`src/rtl/perp_lock_pkg.sv`:
```
// Purpose: Constants for the perpendicular-recording and lock block.
// Assumes: One clock (pclk, 20 MHz), APB register access.
// Notes:   Register offsets are byte addresses on a 32-bit APB bus.
package perp_lock_pkg;
    // Register byte offsets
    localparam logic [7:0] OFS_PERP    = 8'h00; // Perpendicular mode cmd
    localparam logic [7:0] OFS_CONFIG  = 8'h04; // Configure settings
    localparam logic [7:0] OFS_LOCK    = 8'h08; // Lock cmd / result
    localparam logic [7:0] OFS_CTRL    = 8'h0c; // Reset, rate, drive, op
    localparam logic [7:0] OFS_STATUS  = 8'h10; // Live outputs
    localparam logic [7:0] OFS_DUMP8   = 8'h14; // Dump byte eight
    localparam logic [7:0] OFS_GAPCNT  = 8'h18; // Gap byte counter
    // Perpendicular register fields
    localparam int PB_WRITE_GATE_MODE_BIT = 0;
    localparam int PB_GAP   = 1;
    localparam int PB_DRV   = 2;  // Four per-drive bits [5:2]
    localparam int PB_OW    = 7;
    // Configure register fields
    localparam int CB_FIFO_DIS = 0;
    localparam int CB_THR      = 8;  // [11:8]
    localparam int CB_TRK      = 16; // [23:16]
    localparam int CB_FORCE_WP = 24;
    localparam int CB_IDENT    = 25;
    localparam int CB_ENC      = 26;
    // Control register fields
    localparam int XB_SOFT_RST = 0;  // Self-clearing
    localparam int XB_RATE     = 1;  // [2:1]
    localparam int XB_DRIVE    = 4;  // [5:4]
    localparam int XB_START_RD = 8;  // Self-clearing
    localparam int XB_START_WR = 9;  // Self-clearing
    localparam int XB_PRECOMP  = 12; // [14:12]
    // Defaults
    localparam logic       FIFO_DIS_DEF = 1'b1;
    localparam logic [3:0] THR_DEF      = 4'h0; // One byte
    localparam logic [7:0] TRK_DEF      = 8'h00;
    // Data rate codes
    localparam logic [1:0] RATE_500K = 2'h0;
    localparam logic [1:0] RATE_1M   = 2'h3;
    // Gap2 byte figures
    localparam logic [5:0] GAP2_CONV   = 6'd22;
    localparam logic [5:0] GAP2_PERP1M = 6'd41;
    localparam logic [5:0] VCO_CONV    = 6'd24;
    localparam logic [5:0] VCO_PERP1M  = 6'd43;
    localparam logic [5:0] WR_PERP1M   = 6'd38;
    localparam logic [5:0] WR_PERP500K = 6'd19;
    localparam logic [5:0] WR_NONE     = 6'd0;
    // Byte time: 8 bits at 1 Mbps = 8000 ns; cycles at 50 ns period
    localparam int BYTE_NS_1M  = 8000;
    localparam int CLK_NS      = 50;
    localparam int BYTE_CYC_1M = BYTE_NS_1M / CLK_NS;
    localparam logic [8:0] BYTE_CYC = 9'(BYTE_CYC_1M);
    localparam logic [1:0] NUM_DRV_M1 = 2'h3;
    // Operation sequence states
    typedef enum logic [1:0] {OP_IDLE, OP_READ, OP_WRITE} op_e;
endpackage : perp_lock_pkg

```
`src/rtl/perp_lock.sv`:
```
// Purpose: Perpendicular mode, config lock, dump byte, write protect.
// Assumes: APB slave, one clock; write protect input is a pin.
// Notes:   Gap2 runs in byte times counted from a start pulse.
`timescale 1ns/1ps
module perp_lock
    import perp_lock_pkg::*;
(
    input  wire logic        pclk,
    input  wire logic        presetn,
    input  wire logic        psel,
    input  wire logic        penable,
    input  wire logic        pwrite,
    input  wire logic [7:0]  paddr,
    input  wire logic [31:0] pwdata,
    output logic      [31:0] prdata,
    output logic             pready,
    output logic             pslverr,
    input  wire logic        write_protect_input_n, // Drive pin, low active
    input  wire logic        pp_write_protect_n,    // Parallel-port drive pin
    output logic             write_protect,         // Effective protect
    output logic             pll_vco_enable,
    output logic             write_gate,
    output logic      [2:0]  precomp_value,         // Applied precomp code
    output logic             fifo_disable_setting,
    output logic      [3:0]  fifo_threshold_setting,
    output logic      [7:0]  precomp_start_track
);
    typedef struct packed {
        logic        write_gate_mode_bit;     // write_gate_mode_bit
        logic        gap;       // Gap mode bit
        logic [3:0]  drv;       // per_drive_perp_select
        logic        lock;      // Config lock
        logic        fifo_dis;
        logic [3:0]  thr;
        logic [7:0]  trk;
        logic        force_wp;  // force_write_protect_bit
        logic        ident;     // Identity select
        logic        enc;       // encoding_mode_bit
        logic [1:0]  rate;
        logic [1:0]  drive;
        logic [2:0]  precomp;   // Programmed precomp code
        op_e         op;
        logic [8:0]  cyc;       // Cycles within a byte
        logic [5:0]  bytes;     // Bytes into Gap2
        logic        vco;
        logic        wgo;
        logic        eff_perp;  // Drive-based perpendicular
        logic [2:0]  pcout;
        logic [1:0]  wp_a;      // Sync stage one
        logic [1:0]  wp_b;      // Sync stage two
        logic        wp;
        logic        pready;
        logic [31:0] prdata;
        logic        pslverr;
    } st_s;
    st_s q;      // Current state
    st_s next_q; // Next state

    logic       setup;     // APB setup phase
    logic       wr_en;     // Write accepted
    logic       drv_perp;  // Selected drive is perpendicular
    logic       perp_1m;   // Effective 1 Mbps perpendicular
    logic       perp_500k; // Effective 500 Kbps perpendicular
    logic [5:0] gap_len;   // Formatted Gap2 length
    logic [5:0] vco_at;    // VCO enable byte
    logic [5:0] wr_at;     // Gap2 bytes written

    assign setup = psel && !penable;

    assign drv_perp = q.drv[q.drive];

    // Effective mode: global bits win, else per-drive bit and rate
    always_comb begin
        perp_1m   = 1'b0;
        perp_500k = 1'b0;
        if (q.write_gate_mode_bit) begin
            perp_1m   = q.gap;
            perp_500k = !q.gap;
        end else if (!q.gap && drv_perp) begin
            perp_1m   = (q.rate == RATE_1M);
            perp_500k = (q.rate == RATE_500K);
        end
    end

    gap_timer u_gap (
        .pclk      (pclk),
        .presetn   (presetn),
        .perp_1m   (perp_1m),
        .perp_500k (perp_500k),
        .gap_len   (gap_len),
        .vco_at    (vco_at),
        .wr_at     (wr_at)
    );

    // All next-state logic
    always_comb begin
        next_q = q;
        wr_en  = psel && penable && pwrite;
        next_q.pready  = setup;
        next_q.pslverr = 1'b0;
        // Pin synchronisers: stage two reads only stage one
        next_q.wp_a = {pp_write_protect_n, write_protect_input_n};
        next_q.wp_b = q.wp_a;
        next_q.wp = q.force_wp || !q.wp_b[0] || !q.wp_b[1];
        next_q.eff_perp = !q.write_gate_mode_bit && !q.gap && drv_perp;
        next_q.pcout    = next_q.eff_perp ? 3'h0 : q.precomp;
        // Register writes in the access phase
        if (wr_en && q.pready) begin
            case (paddr)
                OFS_PERP: begin
                    next_q.write_gate_mode_bit = pwdata[PB_WRITE_GATE_MODE_BIT];
                    next_q.gap   = pwdata[PB_GAP];
                    if (pwdata[PB_OW]) begin
                        next_q.drv = pwdata[PB_DRV +: 4];
                    end
                end
                OFS_CONFIG: begin
                    next_q.fifo_dis = pwdata[CB_FIFO_DIS];
                    next_q.thr      = pwdata[CB_THR +: 4];
                    next_q.trk      = pwdata[CB_TRK +: 8];
                    next_q.force_wp = pwdata[CB_FORCE_WP];
                    next_q.ident    = pwdata[CB_IDENT];
                    next_q.enc      = pwdata[CB_ENC];
                end
                OFS_LOCK: begin
                    next_q.lock = pwdata[0];
                end
                OFS_CTRL: begin
                    next_q.rate    = pwdata[XB_RATE +: 2];
                    next_q.drive   = pwdata[XB_DRIVE +: 2];
                    next_q.precomp = pwdata[XB_PRECOMP +: 3];
                    if (pwdata[XB_SOFT_RST]) begin
                        next_q.write_gate_mode_bit = 1'b0;
                        next_q.gap   = 1'b0;
                        if (!q.lock) begin
                            next_q.fifo_dis = FIFO_DIS_DEF;
                            next_q.thr      = THR_DEF;
                            next_q.trk      = TRK_DEF;
                        end
                        next_q.op  = OP_IDLE;
                        next_q.vco = 1'b0;
                        next_q.wgo = 1'b0;
                    end else if (pwdata[XB_START_RD]) begin
                        next_q.op    = OP_READ;
                        next_q.bytes = '0;
                        next_q.cyc   = '0;
                    end else if (pwdata[XB_START_WR]) begin
                        next_q.op    = OP_WRITE;
                        next_q.bytes = '0;
                        next_q.cyc   = '0;
                    end
                end
                default: begin
                    // Refused at setup; nothing is stored
                    next_q.pslverr = 1'b0;
                end
            endcase
        end
        // Register reads captured in the setup phase
        if (setup && !pwrite) begin
            case (paddr)
                OFS_PERP:   next_q.prdata = {24'h0, 2'h0, q.drv,
                                             q.gap, q.write_gate_mode_bit};
                OFS_CONFIG: next_q.prdata = {5'h0, q.enc, q.ident,
                                             q.force_wp, q.trk, 4'h0,
                                             q.thr, 7'h0, q.fifo_dis};
                OFS_LOCK:   next_q.prdata = {27'h0, q.lock, 4'h0};
                OFS_CTRL:   next_q.prdata = {17'h0, q.precomp, 6'h0,
                                             q.drive, 1'b0, q.rate, 1'b0};
                OFS_STATUS: next_q.prdata = {26'h0, q.op, q.wp,
                                             q.eff_perp, q.wgo, q.vco};
                OFS_DUMP8:  next_q.prdata = {24'h0, q.lock, 1'b0, q.drv,
                                             q.gap, q.write_gate_mode_bit};
                OFS_GAPCNT: next_q.prdata = {26'h0, q.bytes};
                default:    next_q.prdata = 32'h0;
            endcase
        end else if (setup) begin
            next_q.prdata = 32'h0;
        end
        // Write refusal decided in setup, so it stands with pready
        if (setup && pwrite) begin
            case (paddr)
                OFS_PERP, OFS_CONFIG, OFS_LOCK, OFS_CTRL: begin
                    next_q.pslverr = 1'b0;
                end
                default: begin
                    next_q.pslverr = 1'b1;
                end
            endcase
        end
        // Gap2 byte sequencer
        case (q.op)
            OP_IDLE: begin
                next_q.vco = 1'b0;
                next_q.wgo = 1'b0;
            end
            OP_READ, OP_WRITE: begin
                if (q.cyc == BYTE_CYC - 9'h1) begin
                    next_q.cyc   = '0;
                    next_q.bytes = q.bytes + 6'h1;
                end else begin
                    next_q.cyc = q.cyc + 9'h1;
                end
                if (q.op == OP_READ && q.bytes >= vco_at) begin
                    next_q.vco = 1'b1;
                end
                // write gate point
                // Seven bits, so a late byte count cannot wrap
                if (q.op == OP_WRITE
                    && 7'(q.bytes) + 7'(wr_at) >= 7'(gap_len)) begin
                    next_q.wgo = 1'b1;
                end
                if (q.bytes == VCO_PERP1M + 6'h2) begin
                    next_q.op = OP_IDLE;
                end
            end
            default: next_q.op = OP_IDLE;
        endcase
    end

    // State register; hardware reset
    always_ff @(posedge pclk or negedge presetn) begin
        if (!presetn) begin
            q          <= '0;
            q.op       <= OP_IDLE;
            q.fifo_dis <= FIFO_DIS_DEF;
            q.thr      <= THR_DEF;
            q.trk      <= TRK_DEF;
            // Pin stages start unprotected, so no false protect
            q.wp_a     <= '1;
            q.wp_b     <= '1;
        end else begin
            q <= next_q;
        end
    end

    assign prdata                 = q.prdata;
    assign pready                 = q.pready;
    assign pslverr                = q.pslverr;
    assign write_protect          = q.wp;
    assign pll_vco_enable         = q.vco;
    assign write_gate             = q.wgo;
    assign precomp_value          = q.pcout;
    assign fifo_disable_setting   = q.fifo_dis;
    assign fifo_threshold_setting = q.thr;
    assign precomp_start_track    = q.trk;

    a_force_wp: assert property (@(posedge pclk)
        disable iff (!presetn)
        q.force_wp && $stable(q.force_wp) |=> write_protect)
        else $error("forced write protect not active");
    a_precomp_zero: assert property (@(posedge pclk)
        disable iff (!presetn)
        q.eff_perp |-> precomp_value == 3'h0)
        else $error("perpendicular drive got precompensation");
    a_precomp_prog: assert property (@(posedge pclk)
        disable iff (!presetn)
        !q.eff_perp |-> precomp_value == $past(q.precomp))
        else $error("conventional drive precomp wrong");
    a_soft_rst: assert property (@(posedge pclk)
        disable iff (!presetn)
        wr_en && q.pready && paddr == OFS_CTRL && pwdata[XB_SOFT_RST]
        |=> !q.write_gate_mode_bit && !q.gap && q.drv == $past(q.drv))
        else $error("soft reset mishandled mode bits");
    a_lock_keep: assert property (@(posedge pclk)
        disable iff (!presetn)
        wr_en && q.pready && paddr == OFS_CTRL && pwdata[XB_SOFT_RST]
        && q.lock |=> q.trk == $past(q.trk))
        else $error("locked settings changed by soft reset");
    a_ow_gate: assert property (@(posedge pclk)
        disable iff (!presetn)
        wr_en && q.pready && paddr == OFS_PERP && !pwdata[PB_OW]
        |=> $stable(q.drv))
        else $error("drive bits changed without overwrite");
    a_wg_conv: assert property (@(posedge pclk)
        disable iff (!presetn)
        q.op == OP_WRITE && wr_at == WR_NONE && q.bytes < gap_len
        |=> !write_gate)
        else $error("write gate early in conventional mode");
    a_vco_late: assert property (@(posedge pclk)
        disable iff (!presetn)
        q.op == OP_READ && q.bytes < vco_at |=> !pll_vco_enable)
        else $error("VCO enabled too early");
    a_vco_conv: assert property (@(posedge pclk)
        disable iff (!presetn)
        !perp_1m |=> vco_at == VCO_CONV)
        else $error("VCO byte wrong in conventional mode");
    a_vco_perp: assert property (@(posedge pclk)
        disable iff (!presetn)
        perp_1m |=> vco_at == VCO_PERP1M)
        else $error("VCO byte wrong in 1M perpendicular");
    a_wr_1m: assert property (@(posedge pclk)
        disable iff (!presetn)
        perp_1m |=> wr_at == WR_PERP1M)
        else $error("written gap bytes wrong at 1M");
    a_wr_500k: assert property (@(posedge pclk)
        disable iff (!presetn)
        perp_500k |=> wr_at == WR_PERP500K)
        else $error("written gap bytes wrong at 500K");
    a_reserved: assert property (@(posedge pclk)
        disable iff (!presetn)
        !q.write_gate_mode_bit && q.gap |=> wr_at == WR_NONE && gap_len == GAP2_CONV)
        else $error("reserved mode not conventional");
    a_drv_perp: assert property (@(posedge pclk)
        disable iff (!presetn)
        !q.write_gate_mode_bit && !q.gap && drv_perp |=> q.eff_perp)
        else $error("drive bit did not select perpendicular");
    a_drv_rate: assert property (@(posedge pclk)
        disable iff (!presetn)
        !q.write_gate_mode_bit && !q.gap && drv_perp && q.rate == RATE_500K
        |=> wr_at == WR_PERP500K)
        else $error("drive gap bytes ignore data rate");
    a_gbl_override: assert property (@(posedge pclk)
        disable iff (!presetn)
        q.write_gate_mode_bit || q.gap |=> !q.eff_perp)
        else $error("drive bit used under global mode");
    a_unlock_dflt: assert property (@(posedge pclk)
        disable iff (!presetn)
        wr_en && q.pready && paddr == OFS_CTRL && pwdata[XB_SOFT_RST]
        && !q.lock |=> q.trk == TRK_DEF && q.thr == THR_DEF
        && q.fifo_dis == FIFO_DIS_DEF)
        else $error("unlocked soft reset kept settings");
    // Write refusal stands only with ready
    a_err_ready: assert property (@(posedge pclk)
        disable iff (!presetn)
        pslverr |-> pready)
        else $error("error response without ready");
endmodule : perp_lock

```
`src/rtl/gap_timer.sv`:
```
// Purpose: Computes Gap2 timing figures for one access.
// Assumes: Mode inputs stable while a count runs.
// Notes:   Registered outputs; one cycle of latency.
`timescale 1ns/1ps
module gap_timer
    import perp_lock_pkg::*;
(
    input  wire logic       pclk,
    input  wire logic       presetn,
    input  wire logic       perp_1m,   // Effective 1 Mbps perpendicular
    input  wire logic       perp_500k, // Effective 500 Kbps perpendicular
    output logic      [5:0] gap_len,   // Formatted Gap2 length
    output logic      [5:0] vco_at,    // Read: VCO enable byte
    output logic      [5:0] wr_at      // Write: Gap2 bytes written
);
    typedef struct packed {
        logic [5:0] gap_len;
        logic [5:0] vco_at;
        logic [5:0] wr_at;
    } st_s;
    st_s q;      // Current state
    st_s next_q; // Next state

    // Select figures from the effective mode
    always_comb begin
        next_q = q;
        next_q.gap_len = perp_1m ? GAP2_PERP1M : GAP2_CONV;
        next_q.vco_at  = perp_1m ? VCO_PERP1M : VCO_CONV;
        if (perp_1m) begin
            next_q.wr_at = WR_PERP1M;
        end else if (perp_500k) begin
            next_q.wr_at = WR_PERP500K;
        end else begin
            next_q.wr_at = WR_NONE;
        end
    end

    // State register
    always_ff @(posedge pclk or negedge presetn) begin
        if (!presetn) begin
            q <= '{GAP2_CONV, VCO_CONV, WR_NONE};
        end else begin
            q <= next_q;
        end
    end

    assign gap_len = q.gap_len;
    assign vco_at  = q.vco_at;
    assign wr_at   = q.wr_at;

    a_gap_len_1m: assert property (@(posedge pclk)
        disable iff (!presetn)
        perp_1m |=> gap_len == GAP2_PERP1M)
        else $error("gap length wrong in 1M perpendicular");
endmodule : gap_timer

```
`config.mk`:
```
export PLATFORM = sky130hd
export DESIGN_NAME = perp_lock
export DESIGN_NICKNAME = d
export VERILOG_FILES = /design/src/rtl/perp_lock_pkg.sv /design/src/rtl/perp_lock.sv /design/src/rtl/gap_timer.sv
export SDC_FILE = /design/constraint.sdc
export NUM_CORES = 1
export LEC_CHECK = 0
export ABC_AREA = 0
export ABC_CLOCK_PERIOD_IN_PS = 2750
export BUFFER_PORTS_ARGS = -buffer_cell sky130_fd_sc_hd__clkbuf_2
export CAP_MARGIN = 10
export CORE_MARGIN = 2
export CORE_UTILIZATION = 30
export CTS_BUF_LIST = sky130_fd_sc_hd__clkbuf_4
export DETAILED_ROUTE_END_ITERATION = 8
export PLACE_DENSITY = 0.5
export SYNTH_ARGS = -nofsm -noshare
export SYNTH_HDL_FRONTEND = slang
export SYNTH_SLANG_ARGS = --single-unit
```
`constraint.sdc`:
```
create_clock -name pclk -period 2.75 [get_ports pclk]
set_input_delay 0 -clock pclk [delete_from_list [all_inputs] [get_ports pclk]]
set_output_delay 0 -clock pclk [all_outputs]
set_load 0.1 [all_outputs]
```
==> flow_results.org, run 1 <==
** Status
- The flow ran to the end, and the final reports show no timing, DRC or antenna violations.

** Floorplan
- The total area inside the core boundary comes to 15,900 um^2.
- The floorplan step set the die width to 131 um.
- Total die area :: 17,200 um^2
- Ports :: 100
- Die H :: 131 um
- After floorplanning, the core was divided into 46 placement rows.
- Starting Density :: 30.6%

** STA
- Setup repair after global routing left no endpoint under its margin.
- Aggregate negative setup slack :: 0 ns
- Clock Skew :: 0.0103 ns
- Worst hold-check slack :: 0.0532 ns
- The final hold violation count was 0.
- Worst relative slew slack :: 40.4%
- Slew @ Worst Pin :: 0.892 ns
- The worst path needs 2.52 ns of the cycle, external delays included.
- Of the available clock period, the critical path in the final layout requires 91.7%.
- Setup violations remaining at the end of the flow were counted as 0.
- Final number of max-transition violations :: 0
- Highest clock frequency the design can meet :: 396 MHz

** Route
- For this block, the routed nets add up to 11.7 mm of wire.
- In this run, the number of DRC markers left after iteration 0 of detailed routing was 222.
- Count of TritonRoute iterations in the first routing pass :: 4
- In the final routed layout, each cell accounts on average for 15.7 um.
- For this run, design rule violations remaining after detail routing come to 0.
- Vias per Instance :: 4.86
- Vias :: 3,612
- The count of nets left with antenna violations once routing finished came out at 0.

** Power
- Design internal power :: 0.00172 W
- Of the total power, the share spent switching nets is 27.9%.
- Combinational cells account for 11.9% of the total power.
- In this run the power spent charging and discharging nets is 0.000666 W.
- In this run the power density over the cells is 420 nW/um^2.
- Leakage power figure :: 2.79 nW
- Across the VDD grid, the largest voltage drop is 0.188 mV.
- Proportion of power drawn by flip-flops and latches :: 56.7%
- Clock share of power :: 31.4%

** Synthesis
- The top cell type by area accounts for 42.7% of the synthesized area.
- Counting distinct cell types in the post-synthesis netlist gives 66.
- Count of flip-flops with a built-in enable after synthesis :: 0
- Async set-or-reset flop fraction in the synthesized netlist :: 100%
- Most frequently used cell type in the post-synthesis netlist :: dfrtp_1
- Most area-consuming cells after synthesis :: dfrtp_1 43%, buf_4 7.4%, a22o_1 5.8%
- dfrtp_1 takes more of the synthesized area than any other cell.
- Post-synthesis cell area :: 4860 um^2
- #FFs+latches synth :: 89
- Per-instance average area after synthesis :: 11.0 um^2
- The share of the Yosys chip area taken by registers is 46.0%.
- In the synthesized netlist, the number of instances is 440.
- Yosys printed 0 warnings.
- Sorting the synthesized cells by how often they occur yields 83 x dfrtp_1, 48 x buf_4, 32 x a22o_1.
- Dominant register cell in the synthesized netlist :: dfrtp_1

** Global routing
- After global routing the overflow that remains totals 0.
- Global-route track usage on met2 :: 21.2%
- Global-route wire length before repair :: 19.3 mm
- The via count of the first global-routing pass is 3,633.
- Global routing used 3.40% of the available met3 tracks.
- Pin count of the biggest net entering global routing :: 68
- Initial antenna violation count :: 1
- Global routing used 13.9% of the available tracks across all layers.
- Global routing consumed, on the met1 layer, 19.3% of the routing resources.
- After global routing, the most crowded layer is met2.

** Run
- Max-cap check violation count :: 0

** Placement
- Final weighted congestion of routability-driven global placement :: 0.783
- During placement, the flow inserted port buffers numbering 85.
- Detailed placement ended at an HPWL of 8.60 mm.

** Critical path
- Startpoint kind of the worst setup timing path :: flip-flop
- Worst path arrival time :: 2.86 ns
- The worst setup path is of the reg -> reg kind.
- Data on the critical path is required at its endpoint by 3.09 ns.
- Nature of the critical path endpoint :: flip-flop
- Max FO, Critical Path :: 8

** Clock network
- After clock tree synthesis, the setup repair step added 0 buffers.
- Max Root-Sink Buffers :: 2
- Buffers inserted during clock tree synthesis total 9.
- TritonCTS clock tree :: done
- In this run the number of H-tree levels came out at 3.
- After clock tree synthesis, the clock-pin slew on the worst setup and hold paths is 0.15 ns.
- Clk root buf :: clkbuf_4
- Clock latency at the later pin of the worst-skew pair :: 0.44 ns
- Number of clock sinks seen by CTS :: 89

** Final layout
- Proportion of layout cells with a drive suffix above 1 :: 29.3%
- Relative to the synthesized area, the layout overhead comes to 17.0%.
- The net count of the finished layout is 591.

** Min path
- The tightest min-delay check is of the in -> reg type.
-- cells by family (layout without fill, tap and decap cells) --
logic type	count (synthesis)	in the layout	synth area share [%]
and+or+nand+nor	119	119	14.9
xor gates and xnor gates	12	12	2.16
adders and majority gates	23	23	6.08
buffers and inverters	82	162	10.6
other	1	8	0.0772
DFF	89	89	46.0
muxes	20	20	4.87
AOI/OAI and AO/OA	94	94	15.4
-- critical path, stage by stage, from the launching register on --
cell and delay, ns:
dfrtp_2 0.46, inv_1 0.09, fa_1 0.47, nor2b_1 0.16, o21ai_0 0.11, xnor2_1 0.19
ha_1 0.27, a21o_1 0.16, a221o_1 0.28, o21ai_0 0.15, nand3_1 0.09
-- layout by cell type, fill, tap and decap left out, types with 9 or more instances in the layout --
master | Yosys | routed
dlygate4sd3_1 | 0 | 32
buf_4 | 48 | 12
nor2b_1 | 9 | 9
dfrtp_1 | 83 | 82
inv_1 | 18 | 18
clkbuf_4 | 0 | 10
clkbuf_2 | 0 | 84
mux2_2 | 13 | 13
o21ai_0 | 17 | 17
ha_1 | 22 | 22
a22o_1 | 32 | 32
nand3_1 | 15 | 15
nor2_1 | 15 | 15
nand2_1 | 26 | 26
-- registers in the layout, summed over array words and instances (netlist names) --
register / flops
fifo_disable_setting: 1
fifo_threshold_setting: 4
next_q: 2
pll_vco_enable: 1
prdata: 25
pready: 1
precomp_start_track: 8
precomp_value: 3
pslverr: 1
q: 37
u_gap.gap_len: 2
u_gap.wr_at: 2
write_gate: 1
write_protect: 1
-- repair_timing --
item | in CTS | in global routing
endpoints found under the setup margin | 0 | 1
gates resized for setup | 0 | 1
hold buffers | 32 | 0
hold endpoints to repair | 102 | 0
-- stage by stage --
step / setup WS [ns] / total power [W] / instances / util, % / area, um^2
floorplan: 0.267 / 0.00154 / 446 / - / 4880
global placement: 0.203 / 0.00163 / 694 / 32.8 / 5220
detailed placement: 0.144 / 0.00163 / 694 / 32.8 / 5220
CTS: 0.132 / 0.00243 / 742 / 35.8 / 5680
global route: 0.0560 / 0.00251 / 743 / 35.8 / 5680
finish: 0.227 / 0.00239 / 743 / 35.8 / 5680
-- worst paths after layout --
path | startpoint | end | slack, ns | cells past startpoint
worst max-delay path | q[46] | write_gate | 0.23 | 10
worst min-delay path | paddr[3] | q[85] | 0.05 | 3
worst max register to register | q[46] | write_gate | 0.23 | 10
worst min register to register | next_q[36] | q[36] | 0.37 | 0
max in group asynchronous | presetn | q[35] | 1.72 | 3
min in group asynchronous | presetn | precomp_start_track[7] | 0.20 | 2
-- power groups by stage --
stage | Clock (W) | Sequential, W | Combinational (W)
2_1_floorplan | 0 | 0.00139 | 0.000150
3_3_place_gp | 0 | 0.00138 | 0.000248
3_5_place_dp | 0 | 0.00138 | 0.000253
4_1_cts | 0.000788 | 0.00135 | 0.000289
5_1_grt | 0.000839 | 0.00136 | 0.000314
6_report | 0.000749 | 0.00135 | 0.000285
-- per-layer routing --
layer / vias up / wire, um
met5: - / 0
met4: 0 / 121
met3: 8 / 563
met2: 101 / 5310
met1: 1794 / 5670
li1: 1709 / -
-- final cells by class --
type                    instances  area (um^2)
fillers                      1647        10200
flip-flops and latches         89         2240
multi-input cells             275         2130
repair buffers                128          831
well taps                     216          270
clock buffers                  10         75.1
clock inverters                 6         67.6
inverters                      18         67.6
diodes                          1         2.50
No activity file was read; power rests on OpenSTA's default activity.
==> inputs of run 2 (changes only) <==
--- a/config.mk
+++ b/config.mk
@@ -6,10 +6,10 @@
 export NUM_CORES = 1
 export LEC_CHECK = 0
 export ABC_AREA = 0
-export ABC_CLOCK_PERIOD_IN_PS = 2750
+export ABC_CLOCK_PERIOD_IN_PS = 2780
 export BUFFER_PORTS_ARGS = -buffer_cell sky130_fd_sc_hd__clkbuf_2
 export CAP_MARGIN = 10
-export CORE_MARGIN = 2
+export CORE_MARGIN = 4
 export CORE_UTILIZATION = 30
 export CTS_BUF_LIST = sky130_fd_sc_hd__clkbuf_4
 export DETAILED_ROUTE_END_ITERATION = 8
==> constraint.sdc (replaced) <==
create_clock -name pclk -period 2.78 [get_ports pclk]
set_input_delay 0 -clock pclk [delete_from_list [all_inputs] [get_ports pclk]]
set_output_delay 0 -clock pclk [all_outputs]
set_load 0.1 [all_outputs]
==> flow_results.org, run 2 (synthesized netlist as in run 1, its figures left out) <==
** Route
- The post-route antenna net violation count was 0 (unchanged).
- Aggregate routed wire length :: 11.8 mm (was 11.7 mm)
- The detail-routed via count per cell was 4.83 (was 4.86).
- Vias :: 3,601 (was 3,612)
- Iter 0 DRT Violations :: 175 (was 222)
- Count of TritonRoute iterations in the first routing pass :: 4 (unchanged)
- The average wire per cell in the routed design came to 15.9 um (was 15.7 um).
- The DRC violation count after routing was 0 (unchanged).

** Final layout
- The share of the core filled with cells in the final layout is 36.0% (was 35.8%).
- Highest-count cells in the layout ignoring fill and taps :: 84 x clkbuf_2, 82 x dfrtp_1, 36 x dlygate4sd3_1, 32 x a22o_1, 26 x nand2_1 (was 84 x clkbuf_2, 82 x dfrtp_1, 32 x a22o_1, 32 x dlygate4sd3_1, 26 x nand2_1)
- Most common library cell in the layout ignoring fill and taps :: clkbuf_2 (unchanged)
- Largest register FFs :: 37 (unchanged)
- Proportion of layout cells with a drive suffix above 1 :: 28.8% (was 29.3%)
- Number of nets in the final layout :: 593 (was 591)
- Register name with the most flops :: q (unchanged)
- The area overhead of the layout relative to synthesis is 17.5% (was 17.0%).

** Critical path
- The element type at the critical path end was a flip-flop (unchanged).
- The slowest stage cell on the critical path is dlygate4sd3_1 (was fa_1).
- Critical path destination :: q[90] (was write_gate)
- Cell repeated most along the worst path :: dlygate4sd3_1 (was o21ai_0)
- CP startpoint :: paddr[4] (was q[46])
- Worst R2R Start :: q[46] (unchanged)
- Type of the setup path with the least slack :: in -> reg (was reg -> reg)
- The endpoint of the worst-slack reg-to-reg timing path was write_gate (unchanged).
- The maximum cell stage delay along the critical path is 0.68 ns (was 0.47 ns).
- Data required, critical path :: 3.13 ns (was 3.09 ns)
- The kind of start point of the critical path is an input port (was flip-flop).
- Reg2Reg Depth :: 10 (unchanged)
- The endpoint arrival time on the critical path is 2.91 ns (was 2.86 ns).
- Cells along the critical path: dlygate4sd3_1, clkbuf_2, nor4_4, dlygate4sd3_1, nand4_4, nand3_1, o21ai_0, dlygate4sd3_1 (was inv_1, fa_1, nor2b_1, o21ai_0, xnor2_1, ha_1, a21o_1, a221o_1, o21ai_0, nand3_1).
- The largest fanout of any net on the critical path is 13 (was 8).
- Minimum setup slack among reg-to-reg paths :: 0.24 ns (was 0.23 ns)

** Global routing
- The global-route total usage across every layer was 13.2% (was 13.9%).
- Overall overflow remaining after global route :: 0 (unchanged)
- The first-pass GRT wire length is 18.9 mm (was 19.3 mm).
- Via count of the first global-routing pass :: 3,581 (was 3,633)
- Initial antenna violation count :: 1 (unchanged)
- The largest net degree at the start of global routing is 45 (was 68).

** Power
- The ratio of total power to cell area came to 414 nW/um^2 (was 420 nW/um^2).
- The share of power burned in the clock network was 31.4% (about the same).
- Leakage power figure :: 2.80 nW (was 2.79 nW)
- The sequential power share was 56.6% (was 56.7%).
- Share of total power in combinational logic :: 12.0% (was 11.9%)
- The overall power after layout came to 0.00236 W (was 0.00239 W).
- Power dissipated by switching net loads :: 0.000660 W (was 0.000666 W)
- The internal power consumption was 0.00170 W (was 0.00172 W).
- Sw frac :: 27.9% (about the same)
- The maximum vdd ir drop came to 0.262 mV (was 0.188 mV).

** Clock network
- TritonCTS clock tree :: done (unchanged)
- Max Root-Sink Buffers :: 2 (unchanged)
- The total setup buffers inserted after CTS was 0 (unchanged).
- The clock-pin transition on the worst setup and hold timing paths was 0.15 ns (about the same).
- Clock latency at the later pin of the worst-skew pair :: 0.46 ns (was 0.44 ns)
- The CTS sink count is 89 (unchanged).
- The level count of the clock H-tree is 3 (unchanged).
- The number of clock buffers inserted by TritonCTS came to 9 (unchanged).
- Clk root buf :: clkbuf_4 (unchanged)

** Floorplan
- The width of the chip was 135 um (was 131 um).
- Floorplan core area :: 15,900 um^2 (unchanged)
- Number of rows created at floorplan :: 46 (unchanged)
- Starting Density :: 30.6% (unchanged)
- Ports :: 100 (unchanged)
- The die outline height is 135 um (was 131 um).
- Total die area :: 18,300 um^2 (was 17,200 um^2)

** Min path
- Path type of the worst min-delay path :: in -> async (was in -> reg)

** Placement
- The worst slack at placement is 0.153 ns (was 0.144 ns).
- The global placement routability congestion is 0.798 (was 0.783).
- The count of input and output buffers came to 85 (unchanged).
- Half-perimeter wire length of the detailed placement result :: 8.85 mm (was 8.60 mm)

** STA
- The slew of the pin with the lowest slew margin came to 0.915 ns (was 0.892 ns).
- Worst relative slew slack :: 38.9% (was 40.4%)
- Clock Skew :: 0.0176 ns (was 0.0103 ns)
- Based on the critical path, the design can be clocked at up to 389 MHz.
- Setup repair after global routing missed its margin :: false (unchanged)
- The count of endpoints failing setup in the final report came to 0 (unchanged).
- Post-route fraction of the period consumed by the critical path :: 92.4%
- Subtracting the final worst setup slack from the clock period gives 2.57 ns.
- The setup TNS was 0 ns (unchanged).
- Final number of max-transition violations :: 0 (unchanged)
- The worst setup margin came to 0.211 ns (was 0.227 ns).
- The final hold violation count is 0 (unchanged).

** Run
- Max-cap check violation count :: 0 (unchanged)

** Status
- Outcome: completed (unchanged).
## run 2: cell count changes in the layout (fill, tap and decap cells not counted)
cell           change
clkinvlp_4         +1
clkinv_2           -1
clkinv_4           +1
dlygate4sd3_1      +4
inv_6              -1
buf_4              -2
## run 2: metal layers
metal	part of all wire, %	GRT usage (%)	up-vias	routed length, um
met2	44	19.8	103	5250
met1	48	18.4	1768	5660
met4	1.8	4.87	0	210
li1	-	-	1718	-
met5	0	0	-	0
met3	5.9	3.45	12	698
## run 2: worst min path at each step
| stage | slack [ns] | cells past startpoint | to | start |
|---|---|---|---|---|
| after floorplan | -0.30 | 0 | fifo_threshold_setting[0] | presetn |
| after global placement | 0.04 | 1 | q[55] | presetn |
| after detailed placement | 0.05 | 1 | fifo_threshold_setting[2] | presetn |
| after CTS | 0.04 | 2 | q[54] | presetn |
| after global routing | 0.06 | 2 | q[54] | presetn |
| final | 0.05 | 2 | q[54] | presetn |
## run 2: area by class of cell
cell class	instances	area [um^2]
sequential	89	2240
inverter	18	67.6
antenna	1	2.50
multi-input combinational	275	2130
clock buffer	10	75.1
tap	216	270
fill	1621	10200
timing repair buffer	130	856
clock inverter	6	70.1
## run 2: power by group through the flow
stage / registers (W) / clock network [W] / logic (W)
5_1_grt: 0.00134 / 0.000842 / 0.000313
3_5_place_dp: 0.00136 / 0 / 0.000249
6_report: 0.00134 / 0.000742 / 0.000283
2_1_floorplan: 0.00137 / 0 / 0.000148
4_1_cts: 0.00134 / 0.000788 / 0.000287
3_3_place_gp: 0.00136 / 0 / 0.000245
## run 2: through the flow
step                instance area, um^2  instances  hold slack (ns)
floorplan                          4880        446           -0.296
global placement                   5200        692           0.0417
detailed placement                 5200        692           0.0450
CTS                                5710        744           0.0352
global route                       5710        745           0.0648
finish                             5710        745           0.0539
## run 2: what timing repair did
item | 4_1_cts | 5_1_grt
hold buffers | 36 | 0
hold endpoints to repair | 81 | 0
gates resized for setup | 0 | 1
setup endpoints to repair | 0 | 1
## run 2: critical path, delay by kind of cell
family / cells / cell delay, ns
AND/OR/NAND/NOR: 3 / 0.81
AO/OA/AOI/OAI: 1 / 0.09
buffers and inverters: 4 / 2.02
